--- config.mk ---
export PLATFORM = sky130hd
export DESIGN_NAME = crit_mask_bank
export DESIGN_NICKNAME = d
export VERILOG_FILES = /design/src/logic/crit_mask_pkg.sv /design/src/logic/crit_event_tracker.sv /design/src/logic/crit_mask_bank.sv
export SDC_FILE = /design/constraint.sdc
export NUM_CORES = 1
export LEC_CHECK = 0
export BUFFER_PORTS_ARGS = -buffer_cell sky130_fd_sc_hd__buf_2
export CAP_MARGIN = 20
export CORE_MARGIN = 5
export CORE_UTILIZATION = 50
export DETAILED_ROUTE_END_ITERATION = 7
export PLACE_DENSITY = 0.88
export SYNTH_ARGS = -nofsm -noshare
export SYNTH_HDL_FRONTEND = slang
export SYNTH_SLANG_ARGS = --single-unit
--- constraint.sdc ---
create_clock -name clk -period 1.27 [get_ports clk]
set_input_delay 0 -clock clk [delete_from_list [all_inputs] [get_ports clk]]
set_output_delay 0 -clock clk [all_outputs]
set_load 0.03 [all_outputs]
--- src/logic/crit_mask_pkg.sv ---
// Package: command bytes, reset values and field positions for the mask bank
package crit_mask_pkg;

  localparam logic [7:0] CMD_CRIT_OUT_A_MASK    = 8'h0c;
  localparam logic [7:0] CMD_CRIT_OUT_B_MASK    = 8'h0d;
  localparam logic [7:0] CMD_DIODE_MODEL_STATUS = 8'h38;

  localparam logic [7:0] RST_CRIT_OUT_A_MASK = 8'h19;
  localparam logic [7:0] RST_CRIT_OUT_B_MASK = 8'h00;
  localparam logic [7:0] RST_DIODE_MODEL_STATUS = 8'h00;
  localparam logic [7:0] RST_READ_DATA          = 8'h00;

  // Five channels: bit 0 local, bits 1..4 remote 1..4
  localparam int         CHAN_COUNT = 5;
  localparam int         MASK_MSB   = 4;
  localparam int         REM_LSB    = 1;
  localparam logic [7:0] MASK_FIELD = 8'h1f;
  localparam logic [7:0] DIODE_FIELD = 8'h1e;

  localparam logic [7:0] TEMP_INIT  = 8'h00;
  localparam logic [7:0] LIMIT_INIT = 8'hff;

endpackage : crit_mask_pkg

--- src/logic/crit_event_tracker.sv ---
// Per-channel hysteretic error event against a limit
`timescale 1ns/100ps
module crit_event_tracker (
  // Clock and reset
  input  wire logic       clk,
  input  wire logic       rst_n,
  // Channel inputs
  input  wire logic       sample_valid,
  input  wire logic [7:0] reading,
  input  wire logic [7:0] limit,
  input  wire logic [4:0] hysteresis,
  // Event
  output logic            event_active
);

  logic [8:0] release_level;

  // Limit minus hysteresis; a borrow in bit 8 means no clear level
  assign release_level = {1'b0, limit} - {4'h0, hysteresis};

  // set at limit, clear below limit minus hysteresis
  always_ff @(posedge clk or negedge rst_n) begin
    if (!rst_n) begin
      event_active <= 1'b0;
    end else if (sample_valid) begin
      if (reading >= limit) begin
        event_active <= 1'b1;
      end else if (!release_level[8] && ({1'b0, reading} < release_level)) begin
        event_active <= 1'b0;
      end
    end
  end

endmodule : crit_event_tracker

--- src/logic/crit_mask_bank.sv ---
// Mask registers, diode model status and the two critical outputs
`timescale 1ns/100ps

// What this block does
// - Status bit n sets for remote n while beta compensation is on with a discrete diode, else clears.
// - The diode model status sits at command 0x38 and ignores writes.
// - Bits 7 to 5 of all three registers and bit 0 of the diode status read as zero.
// - The first output's mask is read/write at 0x0c and resets to 0x19.
// - A set mask bit blocks that channel's event from the first output; a clear bit passes it.
// - The second output's mask is read/write at 0x0d, resets to 0x00 and blocks on a set bit.
// - Mask bit 0 gates the local channel and bits 1 to 4 gate remote channels 1 to 4.
// - An output activates while any unmasked status bit is set and deactivates when all clear.
// - A status bit sets at reading at or above limit and clears below limit minus hysteresis.
module crit_mask_bank (
  // Clock and reset
  input  wire logic       clk,
  input  wire logic       rst_n,
  // Register port from the serial interface
  input  wire logic [7:0] reg_cmd,
  input  wire logic       reg_wr,
  input  wire logic [7:0] reg_wdata,
  output logic      [7:0] reg_rdata,
  // Conversion results, one valid strobe per channel
  input  wire logic [4:0] sample_valid,
  input  wire logic [7:0] reading_local,
  input  wire logic [7:0] reading_rem1,
  input  wire logic [7:0] reading_rem2,
  input  wire logic [7:0] reading_rem3,
  input  wire logic [7:0] reading_rem4,
  // Limits per output for remotes 1 and 2, one limit for local and remotes 3 and 4, hysteresis shared
  input  wire logic [7:0] limit_a_local,
  input  wire logic [7:0] limit_a_rem1,
  input  wire logic [7:0] limit_a_rem2,
  input  wire logic [7:0] limit_b_rem1,
  input  wire logic [7:0] limit_b_rem2,
  input  wire logic [7:0] limit_rem3,
  input  wire logic [7:0] limit_rem4,
  input  wire logic [4:0] hysteresis,
  // Diode model detection, index 0 unused
  input  wire logic [4:0] beta_comp_on,
  input  wire logic [4:0] discrete_diode_seen,
  // Status readback and pins
  output logic      [4:0] status_a,
  output logic      [4:0] status_b,
  output logic            crit_out_a_n_o,
  output logic            crit_out_a_n_oe,
  output logic            crit_out_b_n_o,
  output logic            crit_out_b_n_oe
);

  // ============================================================
  // Registers
  // ============================================================
  logic [7:0] crit_out_a_mask;
  logic [7:0] crit_out_b_mask;
  logic [7:0] diode_model_status;
  logic [7:0] next_rdata;
  logic       next_a_active;
  logic       next_b_active;
  logic       wr_mask_a;
  logic       wr_mask_b;

  function automatic logic [7:0] mask_field(input logic [7:0] v);
    return v & crit_mask_pkg::MASK_FIELD;
  endfunction : mask_field

  function automatic logic gate_events(input logic [4:0] evts, input logic [7:0] mask);
    // Clear mask bit lets the event through
    return |(evts & ~mask[crit_mask_pkg::MASK_MSB:0]);
  endfunction : gate_events

  // ============================================================
  // Write decode
  // ============================================================
  // only the two mask commands take writes
  assign wr_mask_a = reg_wr && (reg_cmd == crit_mask_pkg::CMD_CRIT_OUT_A_MASK);
  assign wr_mask_b = reg_wr && (reg_cmd == crit_mask_pkg::CMD_CRIT_OUT_B_MASK);

  always_ff @(posedge clk or negedge rst_n) begin
    if (!rst_n) begin
      crit_out_a_mask <= crit_mask_pkg::RST_CRIT_OUT_A_MASK;
    end else if (wr_mask_a) begin
      crit_out_a_mask <= mask_field(reg_wdata);
    end
  end

  always_ff @(posedge clk or negedge rst_n) begin
    if (!rst_n) begin
      crit_out_b_mask <= crit_mask_pkg::RST_CRIT_OUT_B_MASK;
    end else if (wr_mask_b) begin
      crit_out_b_mask <= mask_field(reg_wdata);
    end
  end

  // ============================================================
  // Diode model status
  // ============================================================
  // diode model mismatch flags
  // no write path reaches this register
  always_ff @(posedge clk or negedge rst_n) begin
    if (!rst_n) begin
      diode_model_status <= crit_mask_pkg::RST_DIODE_MODEL_STATUS;
    end else begin
      diode_model_status <= {3'h0, beta_comp_on[4:1] & discrete_diode_seen[4:1], 1'b0};
    end
  end

  // ============================================================
  // Read mux
  // ============================================================
  always_comb begin
    case (reg_cmd)
      crit_mask_pkg::CMD_CRIT_OUT_A_MASK:    next_rdata = mask_field(crit_out_a_mask);
      crit_mask_pkg::CMD_CRIT_OUT_B_MASK:    next_rdata = mask_field(crit_out_b_mask);
      crit_mask_pkg::CMD_DIODE_MODEL_STATUS:
        next_rdata = diode_model_status & crit_mask_pkg::DIODE_FIELD;
      default:                               next_rdata = 8'h00;
    endcase
  end

  // Read data one cycle after the command is presented
  always_ff @(posedge clk or negedge rst_n) begin
    if (!rst_n) begin
      reg_rdata <= crit_mask_pkg::RST_READ_DATA;
    end else begin
      reg_rdata <= next_rdata;
    end
  end

  // ============================================================
  // Event trackers
  // ============================================================
  logic [7:0] readings [crit_mask_pkg::CHAN_COUNT];
  logic [7:0] limits_a [crit_mask_pkg::CHAN_COUNT];
  logic [7:0] limits_b [crit_mask_pkg::CHAN_COUNT];
  logic [4:0] event_a;
  logic [4:0] event_b;

  assign readings[0] = reading_local;
  assign readings[1] = reading_rem1;
  assign readings[2] = reading_rem2;
  assign readings[3] = reading_rem3;
  assign readings[4] = reading_rem4;
  // Remote 3, 4 and local share one limit across outputs
  assign limits_a[0] = limit_a_local;
  assign limits_a[1] = limit_a_rem1;
  assign limits_a[2] = limit_a_rem2;
  assign limits_a[3] = limit_rem3;
  assign limits_a[4] = limit_rem4;
  assign limits_b[0] = limit_a_local;
  assign limits_b[1] = limit_b_rem1;
  assign limits_b[2] = limit_b_rem2;
  assign limits_b[3] = limit_rem3;
  assign limits_b[4] = limit_rem4;

  for (genvar ch = 0; ch < crit_mask_pkg::CHAN_COUNT; ch++) begin : g_chan
    crit_event_tracker u_trk_a (
      .clk          (clk),
      .rst_n        (rst_n),
      .sample_valid (sample_valid[ch]),
      .reading      (readings[ch]),
      .limit        (limits_a[ch]),
      .hysteresis   (hysteresis),
      .event_active (event_a[ch])
    );
    crit_event_tracker u_trk_b (
      .clk          (clk),
      .rst_n        (rst_n),
      .sample_valid (sample_valid[ch]),
      .reading      (readings[ch]),
      .limit        (limits_b[ch]),
      .hysteresis   (hysteresis),
      .event_active (event_b[ch])
    );
  end

  // ============================================================
  // Status readback
  // ============================================================
  // Unmasked, so software still sees events that the pins hide
  assign status_a = event_a;
  assign status_b = event_b;

  // ============================================================
  // Outputs
  // ============================================================
  // bit n gates channel n
  assign next_a_active = gate_events(event_a, crit_out_a_mask);
  assign next_b_active = gate_events(event_b, crit_out_b_mask);

  // first pin pulled low while asserted
  always_ff @(posedge clk or negedge rst_n) begin
    if (!rst_n) begin
      crit_out_a_n_oe <= 1'b0;
    end else begin
      crit_out_a_n_oe <= next_a_active;
    end
  end

  // second pin pulled low while asserted
  always_ff @(posedge clk or negedge rst_n) begin
    if (!rst_n) begin
      crit_out_b_n_oe <= 1'b0;
    end else begin
      crit_out_b_n_oe <= next_b_active;
    end
  end

  // ============================================================
  // Pin drivers
  // ============================================================
  // Open drain: only ever pulls low, the board pull-up gives high
  assign crit_out_a_n_o = 1'b0;
  assign crit_out_b_n_o = 1'b0;

endmodule : crit_mask_bank

==> results.txt, run 1 <==
The flow ran to the end, but the final reports show violations. The checks that failed: setup timing. Hold violation count in the final report: 0. The tools report the cell chosen for the clock root as clkbuf_8. Clock-pin slew was measured on the worst setup and hold paths at 0.10 ns.

The worst register-to-register path ends at crit_out_a_n_oe. The critical path goes through buf_8, clkinvlp_4, buf_12, ha_4, nor2b_4, o21ai_2, a21oi_2, and4bb_2, xnor2_2, ha_1, nand2b_1, a41o_1, a221o_1. Per-instance average area after synthesis: 8.88 um2.

The number of global-route vias before repair is 5883. The longest clock path from root to sink contains 2 buffers. The worst hold path terminates at g_chan[3].u_trk_b.event_active.

The worst-case register-to-register setup slack is 0 ns, and the share of synthesized area occupied by flip-flops and latches is 0.134. The count of input and output buffers was 146. The floorplan has 37 rows. Wires add up to 16100 um. The adder and majority gate portion of the synthesized area works out to 0.359. The final route contains 5470 vias.

In this run the cell area measured after placement is 7130 um2. At the end of routability-driven placement, the weighted congestion stood at 0.872. Tracing the worst setup path back leads to its startpoint at hysteresis[1]. The worst setup path is of the in2reg kind. Buffers inserted during clock tree synthesis total 3. Entering global routing, the biggest net connects 29 pins. In the layout the commonest cells are buf_2 (144), buf_4 (130), ha_1 (119). In this run the remaining antenna-violating nets after routing total 0.

At the worst endpoint, the required time is 1.44 ns. Setup repair after global routing could not meet its margin everywhere. The starting density of the core is 0.511. For this run, design rule violations remaining after detail routing come to 0.

For this run, the post-layout net count is 1163. The run gives 41 as the distinct cell type count of the synthesized netlist. The main combinational cell family by area after synthesis is adder cells. During synthesis, Yosys emitted a total of 0 warnings.

The tools report the startpoint of the worst hold path as sample_valid[3]. The final cell utilization of the core is 0.761. The iteration-0 DRC count of the detailed router is 283, and the count of final setup violators is 8. Along the worst path, the maximum fanout reaches 5.

Type of destination of the critical path: a flip-flop. In this run the standard cell core region covers 10300 um2. The logs give 594 for the synthesized instance count and 0.28 ns for the clock latency reported for the late side of the worst-skew pair.

Share of the clock period used by the worst path: 1.62. Leaving out fill and tap cells, the most frequent cell in the layout is buf_2. The slew at the pin closest to its max-slew limit is 0.659 ns.

The critical path's top delay family was compound AO/OA/AOI/OAI gates. The global-route wire length before repair is 25700 um. The category of the worst setup path launch point is a primary input. The die outline height was 113 um. The fraction of the mapped netlist area in compound gates is 0.187. For the worst flop-to-flop path, the logic depth is 3. In the routed layout, each cell is associated on average with a via count of 5.38.

The die area was 12700 um2; the critical path's largest stage delay was 0.29 ns. The slowest stage of the critical path is the and4bb_2 cell. The multiplexer share of the synthesized area works out to 0.0380. In this run the critical register-to-register path is launched from crit_out_a_mask[0]. Along the worst hold path, the cell count comes to 3. The die is 113 um wide. Detailed placement ended at an HPWL of 12600 um.

The run gives 0.239 as the combined global-route utilization of all metal layers. The logs give 0 for the max-cap violation count and 4.09 nW for the leakage power of the design. The final worst setup slack came out at -0.784 ns. After synthesis the cells add up to 5270 um2. The number of antenna diodes in the final layout is 0. The count of state elements after synthesis was 28. The tools report the final clock skew as 0.00345 ns. The min-delay analysis places its worst path in the category in2reg.

Summed over all failing endpoints, the final setup total negative slack is -5.05 ns. The logs give 682 uV for the worst ir drop on vdd and 0.561 for the worst slew margin relative to its limit. Derived from the worst setup path, the maximum achievable clock frequency is 0.487 GHz. The simple-gate share of the synthesized area works out to 0.142. After routing the design area is 7860 um2.

Summing internal, switching and leakage power gives 5.27 mW. TritonCTS built the clock tree. Data arrives at the worst endpoint at 2.22 ns. The routed design could run at a clock period as short as 2.05 ns. The xor/xnor cell area share of the yosys netlist is 0.0581. The initial antenna violation count was 0; the power per cell area was 671 nW/um2.

The tools report the final global-route overflow total as 0. The total clock sinks was 28; the number of top-level design ports was 157. The level count of the clock H-tree was 1. The first detailed-routing pass took 5 iterations. The run gives 0 as the final number of max-transition violations.

The routed length per placed instance works out to 15.8 um. The share of post-route cells with drive strength above 1 was 0.453. The buffer and inverter count on the worst path was 3.

Relative to the synthesized area, the layout overhead comes to 49.0%.
## metrics by stage
stage,setup WS [ns],hold slack [ns],instances
after floorplan,-0.685,-0.296,598
after global placement,-1.10,0.0685,992
after detailed placement,-1.20,0.0720,992
after CTS,-0.773,0.0937,1013
after global routing,-0.852,0.0900,1016
final,-0.784,0.0951,1016
## final cells by class
class	instances	area, um2
multi-input combinational	472	4640
clock inverter	1	30.0
clock buffer	3	41.3
timing repair buffer	294	1950
sequential	28	704
inverter	82	322
tap	136	170
fill	717	2470
## logic make-up after synthesis
logic type | count (synthesis)
adder cells (fa/ha/maj) | 147
AO/OA/AOI/OAI | 141
AND/OR/NAND/NOR | 129
buffers and inverters | 98
XOR/XNOR | 35
flip-flops | 28
multiplexers | 15
other | 1
## repair_timing
item	in CTS	in global routing
pin swaps	18	22
hold endpoints to repair	39	0
hold buffers	14	0
setup buffers	3	3
setup endpoints to repair	8	8
gates resized for setup	31	51
cloned	0	0
## worst register-to-register path, stage by stage (launching register included)
cell,delay (ns)
dfstp_2,0.56
inv_2,0.04
a222oi_1,0.33
o221ai_1,0.21
## Yosys cell counts (all sizes together)
cell type,n,area share
inv,82,0.058
a41o,7,0.013
and2,4,0.0047
a31oi,7,0.0083
a211oi,7,0.010
nand2b,22,0.028
dfstp,3,0.015
a21boi,14,0.020
or3,7,0.0083
nand3,8,0.0076
dfrtp,25,0.12
and4bb,7,0.017
nor2b,14,0.017
nand2,47,0.035
mux2i,5,0.0095
and4,2,0.0040
xnor2,28,0.047
o21a,14,0.020
a21oi,28,0.027
buf,16,0.023
a221o,7,0.013
mux2,10,0.028
nor3b,7,0.010
nor4b,1,0.0045
o221ai,2,0.0033
o211ai,7,0.010
ha,140,0.33
a222oi,2,0.0038
o2111ai,14,0.023
xor2,7,0.012
fa,7,0.027
o21ai,25,0.024
a2111oi,7,0.012
nor2,10,0.0071
conb,1,0.00071
## layer usage
layer,vias to the layer above,wire length (um),GRT usage
met5,-,0,0
met3,39,677,0.0198
li1,2711,-,-
met1,2572,6350,0.270
met2,148,8630,0.474
met4,0,419,0.0625
## worst max path at each step
stage                                     end  slack [ns]  cells past startpoint
2_1_floorplan  g_chan[2].u_trk_a.event_active       -0.68                     11
3_3_place_gp   g_chan[3].u_trk_b.event_active       -1.10                     12
3_5_place_dp   g_chan[1].u_trk_b.event_active       -1.20                     12
4_1_cts        g_chan[2].u_trk_a.event_active       -0.77                     13
5_1_grt        g_chan[4].u_trk_a.event_active       -0.85                     12
6_report       g_chan[4].u_trk_a.event_active       -0.78                     13
## flip-flops by register name, indices dropped and copies added (netlist names)
name,flops
reg_rdata,5
g_chan.u_trk_b.event_active,4
crit_out_a_mask,5
g_chan.u_trk_a.event_active,3
crit_out_b_n_oe,1
diode_model_status,4
crit_out_b_mask,5
crit_out_a_n_oe,1
## report_power, final
group	internal (mW)	leakage, nW	switching [mW]
logic	1.68	3.70	1.70
clock network	0.422	0.0357	0.302
registers	1.01	0.350	0.153
No activity file was read; power rests on OpenSTA's default activity.
==> run 2, diff against run 1 <==
Settings changed: CORE_MARGIN 5 to 2.
Clock period 1.27 ns to 2.6 ns, I/O delays scaled along.
==> results.txt, run 2 (same netlist as run 1, synthesis figures left out) <==
The flow ran to the end, and the final reports show no timing, DRC or antenna violations. The filler cell count was 930; the leakage power of the design was 3.35 nW. The first global-routing pass estimated 22000 um of wire. The run gives 4996 as the number of global-route vias before repair.

In this run the remaining antenna-violating nets after routing total 0. The critical register-to-register path startpoint was crit_out_a_mask[0]. The starting density of the core came out at 0.513. At the worst endpoint, the required time is 2.77 ns.

The maximum net fanout on the critical path is 7. Leaving out fill and tap cells, the most frequent cell in the layout is buf_2. The clock buffer count from CTS came out at 3. The arrival time of the worst setup path is 2.35 ns.

Across the run, the number of max-cap violations was 0. The wire-length estimate of the detail-placed layout is 11100 um. The final layout contains routed wiring with a total length of 13100 um. The initial antenna violation count is 1. The switching share of power is 0.437.

The cell chosen for the clock root is clkbuf_8. TritonCTS built the clock tree. The critical path goes through buf_2, inv_1, ha_1, nor2b_1, o21ai_0, a21oi_1, and4bb_2, xnor2_1, ha_1, nand2b_1, a41o_1, a221o_1. The run gives 0 as the final number of max-transition violations.

The run gives 195 as the iteration-0 DRC count of the detailed router. The kind of cell with the highest combined delay along the critical path is compound AO/OA/AOI/OAI gates. The buffer and inverter count on the worst path was 2. The level count of the clock H-tree came out at 1. The largest registers in the layout are crit_out_a_mask (5), crit_out_b_mask (5), reg_rdata (5).

The tools report the clock tree buffer depth as 2. The worst ir drop on vdd is 208 uV, and the slew at the pin closest to its max-slew limit is 0.691 ns. The share of power burned in the clock network was 0.136. Routability-driven placement finished with a final weighted congestion of 0.850. Share of post-route cells with drive strength above 1: 0.237. The critical register-to-register path endpoint was crit_out_a_n_oe.

The tools report the maximum number of pins on one net before global-route repair as 29. The logs give 0.594 for the combinational cell fraction of total power and 0.270 for the share of power burned in registers. Floorplan core area: 10300 um2.

Port buffering added 146 buffers. For the length of the first detailed-routing pass in iterations, the log shows 4. The cell that appears most often on the critical path is ha_1. The worst register-to-register path has a setup slack of 1.28 ns. Summed over all failing endpoints, the final setup total negative slack is 0 ns. The critical path's largest stage delay was 0.32 ns; the share of the clock period used by the worst path was 0.840. STA classifies the critical path endpoint as a flip-flop. The via density per instance was 5.48; the total clock sinks was 28. The net count of the finished layout is 1031. The cell depth of the worst flop-to-flop path was 3; the final global-route overflow total was 0.

The tightest min-delay check is of the in2reg type. The top cell types in the final layout, fill and taps aside, are buf_2 (146), ha_1 (140), inv_1 (82). In the routed design, unresolved DRC markers number 0. The run gives 37 as the number of placement rows. The tools report the clock latency reported for the late side of the worst-skew pair as 0.28 ns. Clock-pin slew was measured on the worst setup and hold paths at 0.11 ns.

The die is 107 um wide. The tools report the hold violation count in the final report as 0. The run gives 0 as the number of gates resized after CTS.

The worst path needs 2.18 ns of the cycle, external delays included. The run gives 157 as the number of top-level design ports. Setup violations remaining at the end of the flow were counted as 0.

The power per cell area was 339 nW/um2. Measured along the y axis, the die boundary spans 107 um. The routed length per placed instance is 14.8 um, and the internal cell power is 1.20 mW.

The net switching power is 0.930 mW. The signed area change from the synthesized netlist to the final layout was 19.1%; the worst hold margin was 0.0746 ns. Setup repair after global routing left no endpoint under its margin. The clock arrives with 0.00594 ns of skew. The depth of the worst hold-timing path was 3. The tools report the worst slew margin relative to its limit as 0.539.

For hold timing, the worst endpoint is g_chan[3].u_trk_b.event_active. STA classifies the critical path startpoint as a primary input. The logs give 0.458 GHz for the maximum operating frequency and 4849 for the number of vias after detailed routing.

Startpoint of the worst hold path: sample_valid[3]. The path type of the worst setup path was in2reg. The die area was 11400 um2. The tools report the combined global-route utilization of all metal layers as 0.235.

The cell type of the slowest stage on the worst timing path is and4bb_2.
run 2: changes by cell type in the layout (fill, tap and decap cells not counted), moves of 8 or more:
cell     previous run  this run
a21oi_1            17        28
o21ai_2            10         0
inv_1              74        82
a21oi_2            11         0
ha_4               15         0
buf_4             130         2
ha_1              119       140
run 2: layout make-up:
cell class / instances / area, um2 / area share
Antenna cell: 1 / 2.50 / 0.000399
Tap cell: 136 / 170 / 0.0271
Inverter: 82 / 308 / 0.0490
Multi-Input combinational cell: 472 / 4150 / 0.661
Timing Repair Buffer: 162 / 886 / 0.141
Sequential cell: 28 / 704 / 0.112
Clock buffer: 4 / 55.1 / 0.00877
run 2: power groups by stage:
stage	Sequential [mW]	Clock [mW]	Combinational (mW)
detailed placement	0.585	0	1.24
global placement	0.585	0	1.20
finish	0.575	0.289	1.26
CTS	0.576	0.299	1.27
floorplan	0.555	0	0.930
global route	0.585	0.315	1.43
run 2: worst max-delay path by stage:
stage | from | end | slack, ns | cells after the start
2_1_floorplan | limit_b_rem2[0] | g_chan[2].u_trk_b.event_active | 0.54 | 12
3_5_place_dp | hysteresis[1] | g_chan[1].u_trk_b.event_active | 0.12 | 12
5_1_grt | hysteresis[1] | g_chan[1].u_trk_b.event_active | 0.18 | 12
3_3_place_gp | hysteresis[1] | g_chan[1].u_trk_b.event_active | 0.15 | 12
4_1_cts | hysteresis[1] | g_chan[1].u_trk_b.event_active | 0.40 | 12
6_report | hysteresis[1] | g_chan[1].u_trk_b.event_active | 0.42 | 12
run 2: tightest hold or removal path: stages:
cell	delay [ns]
buf_2	0.09
o21a_1	0.11
a221o_1	0.13
run 2: what timing repair did:
item,4_1_cts,5_1_grt
buffers inserted,0,0
hold buffers,14,0
endpoints found under the hold margin,39,0
run 2: metal layers:
metal  share of wire  routed length [um]  global-route usage
met1            0.43                5620               0.283
met3           0.059                 775              0.0365
met2            0.49                6470               0.431
met4           0.019                 248              0.0631
met5               0                   0                   0
run 2: through the flow:
| step | cells | utilization | instance area (um2) | setup slack (ns) | power [mW] |
|---|---|---|---|---|---|
| 6_report | 885 | 0.611 | 6280 | 0.416 | 2.13 |
| 5_1_grt | 884 | 0.611 | 6270 | 0.184 | 2.33 |
| 4_1_cts | 884 | 0.611 | 6270 | 0.403 | 2.14 |
| 3_5_place_dp | 866 | 0.592 | 6080 | 0.119 | 1.83 |
| 3_3_place_gp | 866 | 0.592 | 6080 | 0.154 | 1.78 |
| 2_1_floorplan | 598 | - | 5290 | 0.545 | 1.48 |
==> run 3, diff against run 2 <==
Settings changed: ABC_AREA set to 1.
Clock period 2.6 ns to 2.2 ns, I/O delays scaled along.
==> results.txt, run 3 <==
The run finished with clean final reports. In the final layout, the multi-input gates occupy 3980 um2. The worst setup path is captured at a flip-flop. For the final database, setup skew stands at 0.00850 ns. Across the run, the number of max-cap violations was 0. The run gives 29 as the maximum number of pins on one net before global-route repair.

For the pin with the worst max-slew slack, the measured transition is 0.658 ns. The end of the worst hold path was reg_rdata[0]. The multiplexer share of the synthesized area works out to 0. The tools report the aggregate routed wire length as 12900 um. nand2_1 is the most common cell in the netlist. The initial antenna violation count was 1.

The floorplan step set the die width to 107 um. In the final timing run, aggregate negative setup slack is 0 ns. Leaving out fill and tap cells, the most frequent cells in the layout are nand2_1 (204), buf_2 (146), ha_1 (140). The run gives 0 as the number of nets still failing antenna checks after routing. In this run the cell area of the synthesized design comes to 5280 um2. Buffers placed on the I/O ports in this run total 146. The simple-gate share of the synthesized area works out to 0.200. The tools report the level count of the clock H-tree as 1. For this design the top-level I/O count stands at 157. The share of synthesized area occupied by flip-flops and latches came out at 0.133. The share of post-route cells with drive strength above 1 was 0.190. Critical register-to-register path startpoint: crit_out_a_mask[0]. The adder and majority gate portion of the synthesized area came out at 0.358.

Most used flip-flop cell after synthesis: dfrtp_1. For the arrival time of the worst setup path, the log shows 2.20 ns. After the last flow step, the layout net total stands at 1197. The fraction of the mapped netlist area in compound gates was 0.126. The run gives 0.227 as the combined global-route utilization of all metal layers. The maximum operating frequency is 0.495 GHz.

In the final routed layout, each cell accounts on average for 12.2 um. The clock latency reported for the late side of the worst-skew pair is 0.28 ns, and the count of state elements after synthesis is 28. Clock tree synthesis inserted a total of 3 buffers. In this run the power density over the cells is 382 nW/um2. The floorplan has 37 rows. The first TritonRoute pass finished after 4 iterations.

The number of synthesis warnings came out at 0. The tools report the cell chosen for the clock root as clkbuf_8. The synthesized instance count was 744. The most common cell after layout, fill and taps aside was nand2_1. Setup violations remaining at the end of the flow were counted as 0. The starting density of the core is 0.514, and the floorplan core area is 10300 um2. The worst ir drop on vdd was 300 uV; the total clock sinks was 28. Yosys mapped a number of flops with a built-in enable equal to 0. The share of the clock period used by the worst path was 0.919. No sink is reached through more buffers than the 2 on the longest clock path. Category of the worst setup path launch point: a primary input. The clock slew at the register clock pins of the worst setup and hold paths is 0.10 ns, and the die area is 11400 um2. For the worst setup path, the data required time is 2.38 ns. The routed layout has 5290 vias. The path type of the worst setup path is in2reg. For the iteration-0 DRC count of the detailed router, the log shows 240. Leaving out filler cells and counting taps, the final layout contains 1051. The run gives 0 as the hold violation count in the final report. The logs give 0.626 for the final cell utilization of the core and 0 for the final global-route overflow total.

Number of design rule violations left after detail routing: 0. Setup repair after global routing could not meet its margin everywhere. Measured along the y axis, the die boundary spans 107 um. The sequential cells in the finished layout cover a total of 704 um2. At the placement stage, the worst setup path has a slack of -0.150 ns. TritonCTS built the clock tree. Of all cell types, the one taking the most synthesized area is ha_1. Each instance of the synthesized netlist takes up on average 7.10 um2.

For the detailed-placement wirelength estimate, the log shows 10900 um. Counting instances, the worst hold path has a depth of 3. For this design the static power due to leakage is 3.87 nW.

Yosys mapped the design onto 26 distinct sky130hd cell types. Cell depth of the worst flop-to-flop path: 5. Proportion of netlist area held by the largest area contributor: 0.332. The min-delay analysis places its worst path in the category in2reg.

In the post-route analysis, the smallest setup slack over all paths is 0.179 ns. The xor/xnor cell area share of the yosys netlist is 0.0647. Number of global-route vias before repair: 5178. The worst-case register-to-register setup slack came out at 1.09 ns.

The startpoint identified for the worst hold timing path is reg_cmd[0]. The area growth from synthesis to layout is 21.8%. In the routed layout, each cell is associated on average with a via count of 5.03. In the final layout, the registers with the most flip-flops are crit_out_a_mask (5), crit_out_b_mask (5), reg_rdata (5). The run gives 21400 um as the global-route wire length before repair. The critical register-to-register path endpoint is crit_out_a_n_oe. The layout has 943 filler cells. Routability-driven placement finished with a final weighted congestion of 0.874.

After synthesis, the most frequently instantiated cells are nand2_1 (204), ha_1 (140), inv_1 (135), a21oi_1 (74), o21ai_0 (33). For the final number of max-transition violations, the log shows 0. The number of placed instances, taps included, is 1027. The tools report the worst slew margin relative to its limit as 0.561. After synthesis, the largest family of logic cells by area is adder cells. In the post-synthesis netlist, the biggest area contributors are ha_1 (33%), nand2_1 (14%), dfrtp_1 (12%).

Subtracting the final worst setup slack from the clock period gives 2.02 ns. The share of async-settable or async-resettable flops after synthesis was 1.00; the maximum net fanout on the critical path was 7.
[run 3: changes by cell type after synthesis, sizes merged, moves of 8 or more]
cell,previous run,this run
o21a,14,0
xnor2,28,14
inv,82,135
a21oi,28,74
a21boi,14,0
xor2,7,25
nand4,0,8
nand2b,22,0
nand2,47,204
nor2,10,32
nor2b,14,0
mux2,10,0
o21ai,25,35
[run 3: worst max-delay path by stage]
stage	cells past startpoint	to	startpoint
3_5_place_dp	18	g_chan[2].u_trk_b.event_active	hysteresis[2]
2_1_floorplan	14	g_chan[4].u_trk_a.event_active	limit_rem4[0]
4_1_cts	18	g_chan[2].u_trk_b.event_active	hysteresis[2]
6_report	18	g_chan[2].u_trk_a.event_active	hysteresis[2]
5_1_grt	15	g_chan[0].u_trk_b.event_active	hysteresis[3]
3_3_place_gp	17	g_chan[2].u_trk_b.event_active	hysteresis[2]
[run 3: cells by family (layout without fill, tap and decap cells)]
logic type | after synthesis | count (layout)
and+or+nand+nor | 256 | 256
buffers and inverters | 150 | 316
adders and majority gates | 147 | 147
AOI/OAI and AO/OA | 123 | 123
xor gates and xnor gates | 39 | 39
DFF | 28 | 28
other | 1 | 6
[run 3: metrics by stage]
step | hold WS [ns] | total power [mW] | area (um2)
2_1_floorplan | -0.296 | 1.69 | 5300
3_3_place_gp | 0.0671 | 2.05 | 6170
3_5_place_dp | 0.0616 | 2.10 | 6170
4_1_cts | 0.0909 | 2.46 | 6420
5_1_grt | 0.0922 | 2.73 | 6430
6_report | 0.0988 | 2.46 | 6430
[run 3: where the power goes]
group          total, mW  internal [mW]  leakage, nW  switching [mW]
clock              0.328          0.160       0.0288           0.167
combinational       1.51          0.635         3.52           0.871
sequential         0.623          0.572        0.326          0.0512
[run 3: worst max-delay path, cell delays in order]
cell and delay [ns]:
buf_2 0.10, clkinvlp_4 0.20, ha_1 0.40, a21oi_1 0.16
o21ai_0 0.15, nand2_1 0.09, nand2_1 0.05, a21oi_1 0.23
xor2_1 0.18, ha_1 0.24, nand2_1 0.06, inv_1 0.03
nand2_1 0.05, nand2_1 0.05, nand2_1 0.05, nand2_1 0.05
nand2_1 0.05, nand2_1 0.04
[run 3: area by class of cell]
type | instances | area share
clock buffers | 4 | 0.00856
repair buffers | 177 | 0.157
multi-input cells | 570 | 0.618
diodes | 1 | 0.000389
well taps | 136 | 0.0264
flip-flops and latches | 28 | 0.109
inverters | 135 | 0.0799
[run 3: what timing repair did]
item                                    CTS  global route
hold buffers                             19             0
resized for setup                         0             6
setup buffers                             0             0
endpoints found under the hold margin    44             0
endpoints found under the setup margin    0             5
[run 3: routing by layer]
layer  vias up  global-route usage  wire length (um)
li1       2750                   -                 -
met1      2395               0.270              5570
met2       136               0.430              6500
met3         9              0.0261               654
met4         0              0.0529               131
met5         -                   0                 0
